==> config.mk <==
export PLATFORM = sky130hd
export DESIGN_NAME = ppp_device
export DESIGN_NICKNAME = d
export VERILOG_FILES = /design/src/common/ppp_pkg.sv /design/src/rtl/ppp_fifo.sv /design/src/rtl/ppp_device.sv
export SDC_FILE = /design/constraint.sdc
export NUM_CORES = 1
export LEC_CHECK = 0
export BUFFER_PORTS_ARGS = -buffer_cell sky130_fd_sc_hd__buf_2
export CORE_MARGIN = 2
export CORE_UTILIZATION = 40
export CTS_BUF_LIST = sky130_fd_sc_hd__clkbuf_4 sky130_fd_sc_hd__clkbuf_8
export CTS_CLUSTER_DIAMETER = 200
export CTS_CLUSTER_SIZE = 20
export DETAILED_ROUTE_END_ITERATION = 16
export PLACE_DENSITY = 0.61
export SKIP_LAST_GASP = 1
export SYNTH_ARGS = -nofsm -noshare
export SYNTH_HDL_FRONTEND = slang
export SYNTH_SLANG_ARGS = --single-unit
==> constraint.sdc <==
create_clock -name clk -period 4.5 [get_ports clk]
set_clock_uncertainty 0.15 [all_clocks]
set_input_delay 0.9 -clock clk [delete_from_list [all_inputs] [get_ports clk]]
set_output_delay 0.9 -clock clk [all_outputs]
set_load 0.03 [all_outputs]
==> src/common/ppp_pkg.sv <==
// constants, carriers and states of the parallel peripheral port
// assumes a 125 MHz system clock and host pins already at logic level
package ppp_pkg;
    localparam int CLK_MHZ    = 125;
    localparam int ACK_NS     = 2000;
    localparam int ACK_CYC    = (ACK_NS * CLK_MHZ) / 1000;
    localparam int INIT_NS    = 50000;
    localparam int INIT_CYC   = (INIT_NS * CLK_MHZ + 999) / 1000;
    localparam int DATA_W     = 8;
    localparam int FIFO_DEPTH = 16;

    localparam logic [7:0] SEL_CODE   = 8'h11;
    localparam logic [7:0] DESEL_CODE = 8'h13;
    localparam logic [7:0] EXT_NIBBLE = 8'h00;

    // host pins as seen after synchronisation
    typedef struct packed {
        logic       strobe_n;
        logic       init_n;
        logic       sel_in;
        logic       active;
        logic       host_busy;
        logic [7:0] data;
    } host_in_t;
    localparam host_in_t HOST_IN_RST = 13'h1900;

    // status pins, forward meaning / reverse meaning
    typedef struct packed {
        logic ack_ptr_clk;
        logic busy_bit3;
        logic pe_bit2;
        logic slct_bit1;
        logic err_bit0;
        logic logic_high;
    } pin_out_t;
    localparam pin_out_t PIN_OUT_RST = 6'h32;

    typedef enum logic [2:0] {
        F_IDLE = 3'h1,
        F_PUSH = 3'h2,
        F_ACK  = 3'h4
    } fwd_state_t;

    typedef enum logic [6:0] {
        R_OFF    = 7'h01,
        R_NEG    = 7'h02,
        R_NEGACK = 7'h04,
        R_IDLE   = 7'h08,
        R_SET    = 7'h10,
        R_LOW    = 7'h20,
        R_HIGH   = 7'h40
    } rev_state_t;
endpackage

==> src/rtl/ppp_fifo.sv <==
// synchronous fifo, power-of-two depth
// assumes one clock; clear empties it in one cycle
`timescale 1ns/1ps
module ppp_fifo #(
    parameter int W     = 8,
    parameter int DEPTH = 16
) (
    // clock and reset
    input  wire logic         clk,
    input  wire logic         resetn,
    input  wire logic         clear,
    // fill side
    input  wire logic         in_valid,
    output logic              in_ready,
    input  wire logic [W-1:0] in_data,
    // drain side
    output logic              out_valid,
    input  wire logic         out_ready,
    output logic [W-1:0]      out_data
);
    localparam int AW = $clog2(DEPTH);
    logic [W-1:0] mem_q [DEPTH];
    logic [AW-1:0] wr_q, wr_d, rd_q, rd_d;
    logic [AW:0]   cnt_q, cnt_d;
    logic          push, pop;

    always_comb begin
        in_ready  = cnt_q != (AW+1)'(DEPTH);
        out_valid = cnt_q != '0;
        out_data  = mem_q[rd_q];
        push      = in_valid & in_ready;
        pop       = out_valid & out_ready;
        wr_d      = wr_q + AW'(push);
        rd_d      = rd_q + AW'(pop);
        cnt_d     = cnt_q + (AW+1)'(push) - (AW+1)'(pop);
        if (clear) begin
            wr_d  = '0;
            rd_d  = '0;
            cnt_d = '0;
        end
    end

    always_ff @(posedge clk or negedge resetn) begin
        if (!resetn) begin
            wr_q  <= '0;
            rd_q  <= '0;
            cnt_q <= '0;
        end else begin
            wr_q  <= wr_d;
            rd_q  <= rd_d;
            cnt_q <= cnt_d;
        end
    end

    always_ff @(posedge clk) begin
        if (push) begin
            mem_q[wr_q] <= in_data;
        end
    end
endmodule

==> src/rtl/ppp_device.sv <==
// printer-side logic of a bidirectional parallel port
// assumes host pins are plain levels; forward bytes drain to the printer
`timescale 1ns/1ps
module ppp_device
    import ppp_pkg::*;
#(
    parameter int DEPTH       = FIFO_DEPTH,
    parameter int INIT_CYCLES = INIT_CYC
) (
    // clock and reset
    input  wire logic              clk,
    input  wire logic              resetn,
    // host pins
    input  wire host_in_t          host_in,
    output pin_out_t               pins,
    // printer status
    input  wire logic              paper_out,
    input  wire logic              prn_error,
    input  wire logic              prn_offline,
    output logic                   prn_reset,
    // forward bytes to printer
    output logic                   prn_valid,
    input  wire logic              prn_ready,
    output logic [DATA_W-1:0]      prn_data,
    // reverse bytes from printer
    input  wire logic              rev_valid,
    input  wire logic [DATA_W-1:0] rev_data,
    output logic                   rev_taken
);
    localparam int IW = $clog2(INIT_CYCLES + 1);

    function automatic logic [3:0] nibble(input logic [7:0] b, input logic hi);
        return hi ? b[7:4] : b[3:0];
    endfunction

    ////////////////////////////////////////////////////////////////////////
    // synchronisers and init filter
    host_in_t    meta_q, sync_q, prev_q;
    logic [IW-1:0] icnt_q, icnt_d;
    logic        srst;

    always_ff @(posedge clk or negedge resetn) begin
        if (!resetn) begin
            meta_q <= HOST_IN_RST;
            sync_q <= HOST_IN_RST;
            prev_q <= HOST_IN_RST;
        end else begin
            meta_q <= host_in;
            sync_q <= meta_q;
            prev_q <= sync_q;
        end
    end

    always_comb begin
        icnt_d = '0;
        if (!sync_q.init_n) begin
            icnt_d = (icnt_q == IW'(INIT_CYCLES)) ? icnt_q : icnt_q + IW'(1);
        end
        srst = icnt_q == IW'(INIT_CYCLES);
    end

    always_ff @(posedge clk or negedge resetn) begin
        if (!resetn) begin
            icnt_q <= '0;
        end else begin
            icnt_q <= icnt_d;
        end
    end

    logic strobe_fall, hclk_rise, err_any;
    assign strobe_fall = prev_q.strobe_n & ~sync_q.strobe_n;
    assign hclk_rise   = ~prev_q.strobe_n & sync_q.strobe_n;
    assign err_any     = paper_out | prn_error;

    ////////////////////////////////////////////////////////////////////////
    // forward channel
    fwd_state_t  fwd_q, fwd_d;
    rev_state_t  rev_q, rev_d;
    logic [7:0]  cnt_q, cnt_d, latch_q, latch_d;
    logic        sel_q, sel_d, push, fifo_ready;

    always_comb begin
        fwd_d   = fwd_q;
        cnt_d   = cnt_q;
        sel_d   = sel_q;
        latch_d = latch_q;
        push    = 1'b0;
        case (fwd_q)
            F_IDLE: begin
                if (rev_q == R_OFF && strobe_fall) begin
                    latch_d = sync_q.data;
                    fwd_d   = F_PUSH;
                end
            end
            F_PUSH: begin
                if (fifo_ready) begin
                    push  = 1'b1;
                    cnt_d = '0;
                    fwd_d = F_ACK;
                    if (sync_q.sel_in && latch_q == SEL_CODE) begin
                        sel_d = 1'b1;
                    end
                    if (sync_q.sel_in && latch_q == DESEL_CODE) begin
                        sel_d = 1'b0;
                    end
                end
            end
            F_ACK: begin
                if (cnt_q == 8'(ACK_CYC - 1)) begin
                    fwd_d = F_IDLE;
                end else begin
                    cnt_d = cnt_q + 8'h01;
                end
            end
            default: fwd_d = F_IDLE;
        endcase
        if (srst) begin
            fwd_d = F_IDLE;
            sel_d = 1'b1;
        end
    end

    always_ff @(posedge clk or negedge resetn) begin
        if (!resetn) begin
            fwd_q   <= F_IDLE;
            cnt_q   <= 8'h00;
            sel_q   <= 1'b1;
            latch_q <= 8'h00;
        end else begin
            fwd_q   <= fwd_d;
            cnt_q   <= cnt_d;
            sel_q   <= sel_d;
            latch_q <= latch_d;
        end
    end

    ppp_fifo #(.W(DATA_W), .DEPTH(DEPTH)) u_fifo (
        .clk       (clk),
        .resetn    (resetn),
        .clear     (srst),
        .in_valid  (push),
        .in_ready  (fifo_ready),
        .in_data   (latch_q),
        .out_valid (prn_valid),
        .out_ready (prn_ready),
        .out_data  (prn_data)
    );

    ////////////////////////////////////////////////////////////////////////
    // reverse channel, nibble mode
    logic [7:0] byte_q, byte_d;
    logic       hi_q, hi_d, ok_q, ok_d, take_d;

    always_comb begin
        rev_d  = rev_q;
        byte_d = byte_q;
        hi_d   = hi_q;
        ok_d   = ok_q;
        take_d = 1'b0;
        case (rev_q)
            R_OFF:    if (sync_q.active) rev_d = R_NEG;
            R_NEG:    if (!sync_q.host_busy) rev_d = R_NEGACK;
            R_NEGACK: begin
                if (hclk_rise) begin
                    ok_d  = sync_q.data == EXT_NIBBLE;
                    rev_d = R_IDLE;
                end
            end
            R_IDLE: begin
                if (ok_q && rev_valid && !sync_q.host_busy) begin
                    byte_d = rev_data;
                    take_d = 1'b1;
                    hi_d   = 1'b0;
                    rev_d  = R_SET;
                end
            end
            R_SET:    rev_d = R_LOW;
            R_LOW:    if (sync_q.host_busy) rev_d = R_HIGH;
            R_HIGH: begin
                if (hi_q) begin
                    rev_d = R_IDLE;
                end else if (!sync_q.host_busy) begin
                    hi_d  = 1'b1;
                    rev_d = R_SET;
                end
            end
            default: rev_d = R_OFF;
        endcase
        if (!sync_q.active || srst) begin
            rev_d = R_OFF;
            ok_d  = 1'b0;
        end
    end

    always_ff @(posedge clk or negedge resetn) begin
        if (!resetn) begin
            rev_q     <= R_OFF;
            byte_q    <= 8'h00;
            hi_q      <= 1'b0;
            ok_q      <= 1'b0;
            rev_taken <= 1'b0;
        end else begin
            rev_q     <= rev_d;
            byte_q    <= byte_d;
            hi_q      <= hi_d;
            ok_q      <= ok_d;
            rev_taken <= take_d;
        end
    end

    ////////////////////////////////////////////////////////////////////////
    // pin drivers
    pin_out_t   pins_d;
    logic [3:0] nib;

    always_comb begin
        nib = nibble(byte_q, hi_q);
        pins_d.busy_bit3   = fwd_q != F_IDLE || prn_offline || err_any;
        pins_d.ack_ptr_clk = fwd_q != F_ACK;
        pins_d.pe_bit2     = paper_out;
        pins_d.slct_bit1   = sel_q & ~err_any;
        pins_d.err_bit0    = ~err_any;
        pins_d.logic_high  = sync_q.active;
        if (rev_q != R_OFF) begin
            pins_d.ack_ptr_clk = !(rev_q == R_NEGACK || rev_q == R_LOW);
            pins_d.busy_bit3   = err_any;
            pins_d.pe_bit2     = (rev_q == R_NEGACK) | rev_valid;
            pins_d.slct_bit1   = (rev_q == R_NEGACK) | ok_q;
            pins_d.err_bit0    = ~(rev_valid & ok_q);
            if (rev_q == R_SET || rev_q == R_LOW || rev_q == R_HIGH) begin
                {pins_d.busy_bit3, pins_d.pe_bit2, pins_d.slct_bit1, pins_d.err_bit0} = nib;
            end
        end
    end

    always_ff @(posedge clk or negedge resetn) begin
        if (!resetn) begin
            pins      <= PIN_OUT_RST;
            prn_reset <= 1'b0;
        end else begin
            pins      <= pins_d;
            prn_reset <= srst;
        end
    end
endmodule

# --- After elaboration in Yosys (flattened, before gate mapping) ---
# Memories as Yosys holds them, arrays and structs flattened.
# Cells that the tools add are included.
word_totals:
  regBits: 98
  ram_bits: 128
  word_cells: 158
  memories: 1
memory_table:
  columns: ["name", "depth", "word_bits", "read_ports", "rd_clocked_by_memory_dff", "wr", "line_no", "source"]
  rows:
  - ["u_fifo.mem_q", 16, 8, 1, 0, 1, "ppp_fifo.sv:22", "logic [W-1:0] mem_q [DEPTH];"]
op_classes:
  n_addsub: 6
  n_eq_ne: 31
  n_mux: 43
  bitwise_logic: 13
  reduce_logical: 31
op_table:
  columns: ["cell", "n"]
  rows:
  - ["$mux 7", 8]
  - ["$pmux 7 s7", 1]
  - ["$mux 13", 2]
  - ["$ne 3x3->1 const B", 8]
  - ["$mux 1", 17]
  - ["$eq 8x5->1 const B", 2]
  - ["$mux 4", 4]
  - ["$mux 8", 2]
  - ["$pmux 8 s2", 1]
  - ["$add 13x1->13 const B", 1]
  - ["$eq 13x13->1 const B", 1]
  - ["$mux 3", 4]
  - ["$reduce_bool 2->1", 6]
  - ["$mux 5", 2]
  - ["$pmux 3 s3", 1]
  - ["$reduce_and 3->1", 3]
  - ["$add 4x1->4", 2]
  - ["$add 8x1->8 const B", 1]
  - ["$eq 8x8->1 const B", 1]
  - ["$logic_not 8->1", 1]
  - ["$ne 2x2->1 const B", 4]
  - ["$reduce_and 2->1", 4]
  - ["$eq 7x1->1 const B", 1]
  - ["$eq 7x2->1 const B", 1]
  - ["25 further kinds", 46]

# --- Longest topological paths before layout ---
# Gate-level depths: netlist (run 1).
logic_depth:
  depth_word: 7
  ltp_mapped: 14

# --- Cells and area by module ---
# From an unflattened synthesis (run 1), not the netlist that was laid out.
hier_totals:
  hier_cells: 582
  area_unflattened_um2: 9273.9
modules_own_cells:
  columns: ["module", "n_inst", "cells_each", "area_each_um2", "seq_area_each_um2"]
  rows:
  - ["ppp_fifo", 1, 288, 5699.2, 4169.0]
  - ["ppp_device", 1, 294, 3574.7, 2143.3]

# --- Worst setup path before layout (run 1) ---
# OpenSTA, ideal clock, no wires.
synth_timing:
  kind: "register -> output"
  from: "reg u_fifo.rd_q[0]"
  to: "out prn_data[0]"
  arrival_time_ps: 1956
  path_slack_ps: 1494
  path_stages_with_launch: 5
  path_buffers: 2
  cell_sequence: "dfrtp_1 -> clkbuf_1 -> buf_2 -> mux4_2 -> mux4_2"
synth_between:
  elab_chain_cells: 1
synth_rtl:
  columns: ["item", "line_no", "source"]
  rows:
  - ["start, declared", "ppp_fifo.sv:23", "logic [AW-1:0] wr_q, wr_d, rd_q, rd_d;"]
  - ["start signal, assigned", "ppp_fifo.sv:50", "rd_q <= rd_d;"]
  - ["$mem_v2 16x8", null, null]
  - ["end, declared", "ppp_device.sv:24", "output logic [DATA_W-1:0] prn_data,"]
# Every way passes these cells.

# --- Final worst setup path (run 1) ---
layout_timing:
  from: "reg u_fifo.rd_q[0]"
  to: "out prn_data[3]"
# The elaborated chain is that of the path after synthesis.

==> results_dict.tcl, run 1 <==
set metrics [dict create \
    outcome "finished clean" \
    first_pass_iters 4 \
    synth-main-ff-cell "edfxtp_1" \
    final_max_slew_viol_count 0 \
    cts_tree "built" \
    grt_pass1_wl_um 27950 \
    p_clk_frac 0.198 \
    clk_pin_slew_ns 0.13 \
    dieArea_um2 24520 \
    synth_area_um2 9314 \
    postCtsHoldBufs 0 \
    dp.cells 908 \
    path_cells "buf_12 > mux4_2 > mux4_2 > buf_2" \
    finalNetCount 655 \
    routedWlPerCell_um 18.93 \
    crit_type "reg2out" \
    io_pins 45 \
    max-vdd-ir-drop_mv 0.2397 \
    period_share 0.8310 \
    utilization 0.4475 \
    rows 55 \
    drc 0 \
    cts_sinks 226 \
    crit_top_cell "mux4_2" \
    yosysWarnings 0 \
    syn_to_final_growth_pct 9.431 \
    cts_root_buf "clkbuf_8" \
    drive_above_1_share 0.2705 \
    ff2ff_setup_slack_ns 1.65 \
    crit_cells 4 \
    critPathCaptureType "output port" \
    p_per_area_nw_per_um2 510.4 \
    seq_area_um2 6314 \
    die_h_um 156.6 \
    crit_slowest_cell "dfrtp_2" \
    hold_path.class "reg2reg" \
    post-place-ws_ns 1.274 \
    ys_seq_elements 226 \
    cpPeakStageDelay_ns 0.69 \
    reg2reg_to "u_fifo.mem_q[10][1]" \
    worst-r2r-cell-count 7 \
    crit_required_ns 3.45 \
    first_iter_violations 335 \
    p_leak_nw 3.815 \
    synth_enable_flop_cells 128 \
    seq_power_share 0.555 \
    cts_buffer_depth 3 \
    rsz0062_at_grt "false" \
    cp_top_family "multiplexers" \
    viasPerCell 5.161 \
    die_w_um 156.6 \
    setup_viol 0 \
    syn-instance-count 567 \
    async_flop_share 0.4336 \
    antenna_left 0 \
    fin_tns_setup_ns 0 \
    intPower_mw 3.587 \
    yosysSeqAreaShare 0.6777 \
    rr_startpoint "u_fifo.cnt_q[2]" \
    finalCriticalPeriod_ns 3.740 \
    grtUsageTotal 0.1489 \
    tightest_slew_ns 1.087 \
    hold_viol 0 \
    ys_types 65 \
    num_vias 4820 \
    multi_input_area_um2 2808 \
    worstHoldEndpoint "sync_q[11]" \
    start_util 0.4089 \
    fillers 2014 \
    arrival_ns 2.69 \
    path_max_fanout 21 \
    start_kind "register" \
    maxSlewHeadroom 0.2728 \
    post_cts_buffers 0 \
    syn_nets 610 \
    wl_um 17680 \
    timing.fmax_mhz 267.4 \
    gp_congestion 0.7591 \
    grt_max_degree 76 \
    num_antenna_cells 0 \
    cts_resized 0 \
    netSwitchingPower_mw 1.614 \
    port_buffers 44 \
    antenna_found_initial 0 \
    dpl.hpwl_um 11490 \
    grt_overflow 0 \
    holdPathStages 0 \
    cp.buffers_inverters 2 \
    clk_latency_ns 0.51 \
    worst_hold_startpoint "meta_q[11]" \
    p_sw_frac 0.3103 \
    syn_area_per_cell_um2 16.43 \
    htreeDepth 1 \
    core_area_um2 22780 \
    fin_cells 934 \
    grt_pass1_vias 5023 \
    numCtsBuffers 15 \
    maxCapViolations 0 \
    comb_power_share 0.247 \
    worst_slack_ns 0.7603 \
]
## how the worst max path moves through the flow
stage,from,end,slack [ns]
after detailed placement,u_fifo.rd_q[0],prn_data[3],1.27
final,u_fifo.rd_q[0],prn_data[3],0.76
after CTS,u_fifo.rd_q[0],prn_data[3],0.69
after floorplan,u_fifo.rd_q[0],prn_data[0],1.49
after global placement,u_fifo.rd_q[0],prn_data[0],1.32
after global routing,u_fifo.rd_q[0],prn_data[3],0.60
## stage by stage
step           power (mW)  cell area (um2)  hold WS, ns
2_1_floorplan       3.845             9314       0.1812
3_3_place_gp        4.171             9894       0.1871
3_5_place_dp        4.233             9894       0.1847
4_1_cts             5.264            10190       0.1802
5_1_grt             5.483            10190       0.1593
6_report            5.202            10190       0.1771
## cell families after synthesis
logic type / share of synthesized area
muxes: 0.1228
DFF: 0.6777
and+or+nand+nor: 0.1009
AOI/OAI and AO/OA: 0.03372
adders and majority gates: 0.02096
xor gates and xnor gates: 0.02257
buffers and inverters: 0.02136
## synth_stat cells (all sizes together) (3+ instances only)
cell,number,area share
nand3,17,0.012
nand4b,4,0.0038
nor2,45,0.018
nor4,6,0.0079
xor2,14,0.013
nor3,11,0.0077
or3,5,0.0034
edfxtp,128,0.41
nor2b,13,0.0087
nor4b,4,0.0038
mux4,40,0.097
nand2b,6,0.0043
nand2,12,0.0048
inv,17,0.0069
mux2,18,0.025
a211oi,4,0.0032
a21oi,11,0.0059
clkbuf,12,0.0050
o211ai,6,0.0048
a21o,3,0.0026
dfstp,13,0.037
ha,14,0.019
buf,15,0.0095
o31ai,3,0.0024
dfrtp,85,0.23
o21ai,10,0.0054
and3,4,0.0027
xnor2,10,0.0094
nand4,5,0.0034
nor3b,5,0.0058
nand3b,4,0.0032
## registers in the layout, indices dropped and copies added, names as in the netlist
signal	cells
prev_q	1
prn_reset	1
rev_taken	1
u_fifo.rd_q	4
u_fifo.wr_q	4
hi_q	1
rev_q	7
icnt_q	13
pins_d	1
ok_q	1
sync_q	12
byte_q	8
meta_q	13
pins	6
u_fifo.mem_q	128
cnt_q	8
u_fifo.cnt_q	5
fwd_q	3
latch_q	8
sel_q	1
## worst register-to-register path, stage by stage, from the launching register on
cell      delay (ns)
dfrtp_1         0.38
inv_1           0.06
ha_1            0.20
nor4bb_1        0.17
nor4_2          0.21
buf_4           0.26
nand3b_1        0.18
nor2_1          0.87
## area by class of cell
class / instances / area share
sequential: 226 / 0.6194
multi-input combinational: 297 / 0.2755
tap: 313 / 0.03842
timing repair buffer: 55 / 0.03118
clock buffer: 24 / 0.02688
inverter: 17 / 0.006261
clock inverter: 2 / 0.002332
## cell usage in the layout (no fill, tap or decap), drive strengths merged, types with 14 or more instances in the layout
cell / netlist / routed
inv: 17 / 18
mux4: 40 / 40
nand3: 17 / 17
edfxtp: 128 / 128
nor2: 45 / 45
ha: 14 / 14
xor2: 14 / 14
mux2: 18 / 18
buf: 15 / 55
clkbuf: 12 / 24
dfrtp: 85 / 85
## per-layer routing
layer / up-vias / global-route usage / share of wire
met5: - / 0 / 0
met4: 0 / 0.02840 / 0.018
met3: 22 / 0.02409 / 0.030
met2: 74 / 0.2637 / 0.51
met1: 2501 / 0.1954 / 0.44
li1: 2223 / - / -
## power by group through the flow
stage / Clock [mW] / Sequential [mW] / Combinational, mW
finish: 1.03 / 2.89 / 1.29
global route: 1.15 / 2.94 / 1.40
CTS: 1.07 / 2.89 / 1.30
detailed placement: 0 / 2.93 / 1.30
global placement: 0 / 2.91 / 1.26
floorplan: 0 / 2.72 / 1.13
Power figures use the tool's default switching activity.
==> inputs of run 2 (changes only) <==
--- a/config.mk
+++ b/config.mk
@@ -12,7 +12,7 @@
 export CTS_CLUSTER_DIAMETER = 200
 export CTS_CLUSTER_SIZE = 20
 export DETAILED_ROUTE_END_ITERATION = 16
-export PLACE_DENSITY = 0.61
+export PLACE_DENSITY = 0.63
 export SKIP_LAST_GASP = 1
 export SYNTH_ARGS = -nofsm -noshare
 export SYNTH_HDL_FRONTEND = slang
==> constraint.sdc (replaced) <==
create_clock -name clk -period 3.25 [get_ports clk]
set_clock_uncertainty 0.15 [all_clocks]
set_input_delay 0.65 -clock clk [delete_from_list [all_inputs] [get_ports clk]]
set_output_delay 0.65 -clock clk [all_outputs]
set_load 0.03 [all_outputs]
==> results_dict.tcl, run 2 (same netlist as run 1, synthesis figures left out) <==
set metrics [dict create \
    dpl.hpwl_um 11800 \
    p_leak_nw 3.901 \
    p_total_mw 7.394 \
    routedWlPerCell_um 19.37 \
    arrival_ns 2.42 \
    dp.cells 916 \
    p_per_area_nw_per_um2 714.4 \
    most-common-layout-cells "edfxtp_1, dfrtp_1, nor2_1" \
    critPathCaptureType "output port" \
    gp_congestion 0.8250 \
    hold_path.class "in2reg" \
    dieArea_um2 24520 \
    start_kind "register" \
    multi_input_area_um2 2803 \
    grtUsageTotal 0.1523 \
    maxSlewHeadroom 0.2463 \
    timing.fmax_mhz 310.7 \
    post-place-ws_ns 0.4662 \
    core_area_um2 22780 \
    numCtsBuffers 15 \
    seq_area_um2 6314 \
    outcome "finished clean" \
    comb_power_share 0.273 \
    netSwitchingPower_mw 2.288 \
    grt_pass1_wl_um 28760 \
    tightest_slew_ns 1.126 \
    p_clk_frac 0.192 \
    grt_pass1_vias 5110 \
    die_h_um 156.6 \
    hold-worst-slack_ns 0.07362 \
    final_area_um2 10350 \
    num_antenna_cells 0 \
    fin_tns_setup_ns 0 \
    first_iter_violations 307 \
    regMostFlops "u_fifo.mem_q" \
    antenna_left 0 \
    crit_required_ns 2.45 \
    crit_type "reg2out" \
    largest_registers "u_fifo.mem_q: 128 flops, icnt_q: 13 flops, meta_q: 13 flops" \
    path_max_fanout 10 \
    die_w_um 156.6 \
    syn_to_final_growth_pct 11.12 \
    clk_latency_ns 0.53 \
    port_buffers 44 \
    rsz0062_at_grt "true" \
    worst_slack_ns 0.03159 \
    intPower_mw 5.106 \
    drive_above_1_share 0.2816 \
    p_sw_frac 0.3094 \
    utilization 0.4544 \
    fillers 1975 \
    hold_viol 0 \
    num_vias 4958 \
    first_pass_iters 4 \
    cts_tree "built" \
    seq_power_share 0.534 \
    setup_viol 0 \
    max-vdd-ir-drop_mv 0.4349 \
    place_area_um2 9962 \
    drc 0 \
    wl_um 18300 \
    start_util 0.4089 \
    cts_sinks 226 \
    cts_buffer_depth 3 \
    rows 55 \
    finalNetCount 667 \
    largest_reg_flops 128 \
    final_max_slew_viol_count 0 \
    maxCapViolations 0 \
    cts_root_buf "clkbuf_8" \
    grt_max_degree 83 \
    antenna_found_initial 0 \
    fin_cells 945 \
    final_common_cell "edfxtp_1" \
    grt_overflow 0 \
    htreeDepth 1 \
    finalCriticalPeriod_ns 3.218 \
    io_pins 45 \
    viasPerCell 5.247 \
    period_share 0.9903 \
    clk_pin_slew_ns 0.12 \
]
## run 2: cell count changes in the layout (fill, tap and decap cells not counted), sizes merged
cell / change
buf: +9
clkbuf: +2
## run 2: layout make-up
class	count	share of cell area
clock inverters	2	0.002297
inverters	17	0.006165
repair buffers	67	0.04715
flip-flops and latches	226	0.6100
well taps	313	0.03784
clock buffers	23	0.02575
multi-input cells	297	0.2708
## run 2: routing by layer
metal  track usage  share of wire  vias up
met4       0.02840          0.017        0
met2        0.2589           0.50      116
met5             0              0        -
met1        0.2077           0.44     2577
met3       0.02769          0.045       23
li1              -              -     2242
## run 2: worst max-delay path, cell delays in order, from the launching register on
cell,delay [ns]
dfrtp_2,0.41
buf_12,0.14
clkbuf_16,0.18
mux4_2,0.51
mux4_2,0.46
buf_2,0.19
## run 2: final timing paths
check	start	depth (start not counted)	end	slack [ns]
worst max-delay path	u_fifo.rd_q[0]	5	prn_data[3]	0.03
worst min-delay path	host_in[8]	1	meta_q[8]	0.07
worst max register to register	u_fifo.cnt_q[2]	14	u_fifo.cnt_q[4]	0.47
worst min register to register	meta_q[5]	0	sync_q[5]	0.21
max in group asynchronous	resetn	2	pins_d[0]	2.03
min in group asynchronous	resetn	1	rev_taken	0.15
## run 2: timing repair
| action | CTS | global route |
|---|---|---|
| endpoints found under the setup margin | 8 | 5 |
| buffers inserted | 1 | 1 |
| hold buffers | 0 | 0 |
| resized for setup | 0 | 8 |
| gates cloned | 0 | 2 |
| hold endpoints to repair | 0 | 0 |
## run 2: power by group through the flow
| stage | clock (mW) | sequential [mW] | combinational (mW) |
|---|---|---|---|
| 3_3_place_gp | 0 | 4.01 | 1.81 |
| 5_1_grt | 1.58 | 4.02 | 2.19 |
| 6_report | 1.42 | 3.95 | 2.02 |
| 2_1_floorplan | 0 | 3.76 | 1.56 |
| 4_1_cts | 1.48 | 3.96 | 1.90 |
| 3_5_place_dp | 0 | 4.04 | 1.87 |
==> inputs of run 3 (changes only) <==
--- a/config.mk
+++ b/config.mk
@@ -6,7 +6,6 @@
 export NUM_CORES = 1
 export LEC_CHECK = 0
 export BUFFER_PORTS_ARGS = -buffer_cell sky130_fd_sc_hd__buf_2
-export CORE_MARGIN = 2
 export CORE_UTILIZATION = 40
 export CTS_BUF_LIST = sky130_fd_sc_hd__clkbuf_4 sky130_fd_sc_hd__clkbuf_8
 export CTS_CLUSTER_DIAMETER = 200
==> results_dict.tcl, run 3 (same netlist as run 1, synthesis figures left out) <==
set metrics [dict create \
    crit_top_cell "mux4_2" \
    grt_overflow 0 \
    tightest_slew_ns 1.098 \
    p_total_mw 7.620 \
    place_area_um2 9882 \
    path_max_fanout 8 \
    drc 0 \
    final_max_slew_viol_count 0 \
    finalNetCount 665 \
    comb_power_share 0.295 \
    seq_power_share 0.520 \
    dpl.hpwl_um 11480 \
    grt_util_met3 0.02410 \
    grt_max_degree 54 \
    rows 55 \
    cts_tree "built" \
    num_antenna_cells 0 \
    viasPerCell 5.450 \
    port_buffers 44 \
    p_sw_frac 0.3067 \
    reg2reg_to "u_fifo.mem_q[7][1]" \
    critPathCaptureType "output port" \
    core_area_um2 22710 \
    netSwitchingPower_mw 2.337 \
    hold_viol 0 \
    cts_buffer_depth 3 \
    finalCriticalPeriod_ns 3.200 \
    maxCapViolations 0 \
    grtUsageTotal 0.1560 \
    period_share 0.9845 \
    most-common-layout-cells "edfxtp_1, dfrtp_1, nor2_1" \
    hold-worst-slack_ns 0.08469 \
    first_pass_iters 5 \
    gp_congestion 0.8388 \
    maxSlewHeadroom 0.2650 \
    die_h_um 154.6 \
    first_iter_violations 322 \
    holdPathStages 1 \
    cts_root_buf "clkbuf_8" \
    grt_pass1_vias 5224 \
    grt_use_met1 0.2103 \
    hold_path.class "in2reg" \
    antenna_left 0 \
    crit_required_ns 2.45 \
    intPower_mw 5.283 \
    cp_top_family "multiplexers" \
    syn_to_final_growth_pct 11.55 \
    grt_pass1_wl_um 28810 \
    final_area_um2 10390 \
    worstHoldEndpoint "meta_q[8]" \
    outcome "finished clean" \
    clk_pin_slew_ns 0.12 \
    antenna_found_initial 0 \
    cp.buffers_inverters 3 \
    fillers 1941 \
    routedWlPerCell_um 19.43 \
    start_util 0.4101 \
    crit_type "reg2out" \
    p_clk_frac 0.186 \
    clk_latency_ns 0.50 \
    cpPeakStageDelay_ns 0.53 \
    drive_above_1_share 0.2789 \
    setup_viol 0 \
    regMostFlops "u_fifo.mem_q" \
    numCtsBuffers 15 \
    dieArea_um2 23900 \
    ff2ff_setup_slack_ns 0.49 \
    worst_hold_startpoint "host_in[8]" \
    p_per_area_nw_per_um2 733.4 \
    largest_registers "u_fifo.mem_q: 128 flops, icnt_q: 13 flops, meta_q: 13 flops" \
    rsz0062_at_grt "true" \
    p_leak_nw 3.926 \
    max-vdd-ir-drop_mv 0.3612 \
    grtUsageMet2 0.2719 \
    num_vias 4992 \
    wl_um 17800 \
    crit_slowest_cell "mux4_2" \
    timing.fmax_mhz 312.5 \
    worst-r2r-cell-count 7 \
    rr_startpoint "u_fifo.cnt_q[2]" \
    io_pins 45 \
    largest_reg_flops 128 \
    cts_sinks 226 \
    arrival_ns 2.40 \
    final_common_cell "edfxtp_1" \
    htreeDepth 1 \
    path_cells "buf_12 > buf_16 > mux4_2 > mux4_2 > buf_6" \
    die_w_um 154.6 \
    top_usage_layer "met2" \
    start_kind "register" \
]
-- run 3: cell count changes in the layout (fill, tap and decap cells not counted), sizes merged --
cell,before,now
buf,64,63
bufbuf,0,1
clkbuf,26,24
dlygate4sd3,0,1
-- run 3: power groups by stage --
stage | clock network [mW] | registers (mW) | logic (mW)
floorplan | 0 | 3.76 | 1.56
global placement | 0 | 4.00 | 1.84
detailed placement | 0 | 4.03 | 1.88
CTS | 1.47 | 3.97 | 2.22
global route | 1.57 | 4.03 | 2.42
finish | 1.41 | 3.96 | 2.24
-- run 3: worst max-delay path by stage --
stage,start,slack (ns),cells after the start,to
2_1_floorplan,u_fifo.cnt_q[3],0.40,14,u_fifo.cnt_q[4]
3_5_place_dp,u_fifo.cnt_q[3],0.47,14,u_fifo.cnt_q[4]
3_3_place_gp,u_fifo.cnt_q[2],0.52,7,u_fifo.mem_q[3][0]
4_1_cts,u_fifo.rd_q[0],-0.008,5,prn_data[2]
5_1_grt,u_fifo.rd_q[0],-0.03,5,prn_data[6]
6_report,u_fifo.rd_q[0],0.05,5,prn_data[0]
-- run 3: timing repair --
item / 4_1_cts / 5_1_grt
hold endpoints to repair: 44 / 0
hold buffers: 1 / 0
setup buffers: 3 / 0
resized for setup: 12 / 10
endpoints found under the setup margin: 8 / 8
gates cloned: 4 / 0
-- run 3: area by class of cell --
class	instances	area, um2	area share
multi-input cells	297	2803	0.2697
flip-flops and latches	226	6314	0.6077
well taps	285	356.6	0.03432
clock buffers	24	274.0	0.02637
clock inverters	2	23.77	0.002288
inverters	17	63.81	0.006142
repair buffers	65	555.5	0.05347
-- run 3: layer usage --
layer	wire length (um)	part of all wire
met5	0	0
met4	208	0.012
met3	836	0.047
met2	9024	0.51
met1	7728	0.43
-- run 3: per-stage QoR --
step | std cells | util | setup WS [ns] | setup TNS [ns]
final | 916 | 0.4575 | 0.05039 | 0
after global routing | 916 | 0.4575 | -0.03419 | -0.2181
after CTS | 916 | 0.4565 | -0.008261 | -0.008261
after detailed placement | 882 | 0.4352 | 0.4702 | 0
after global placement | 882 | 0.4352 | 0.5227 | 0
after floorplan | 567 | - | 0.4003 | 0
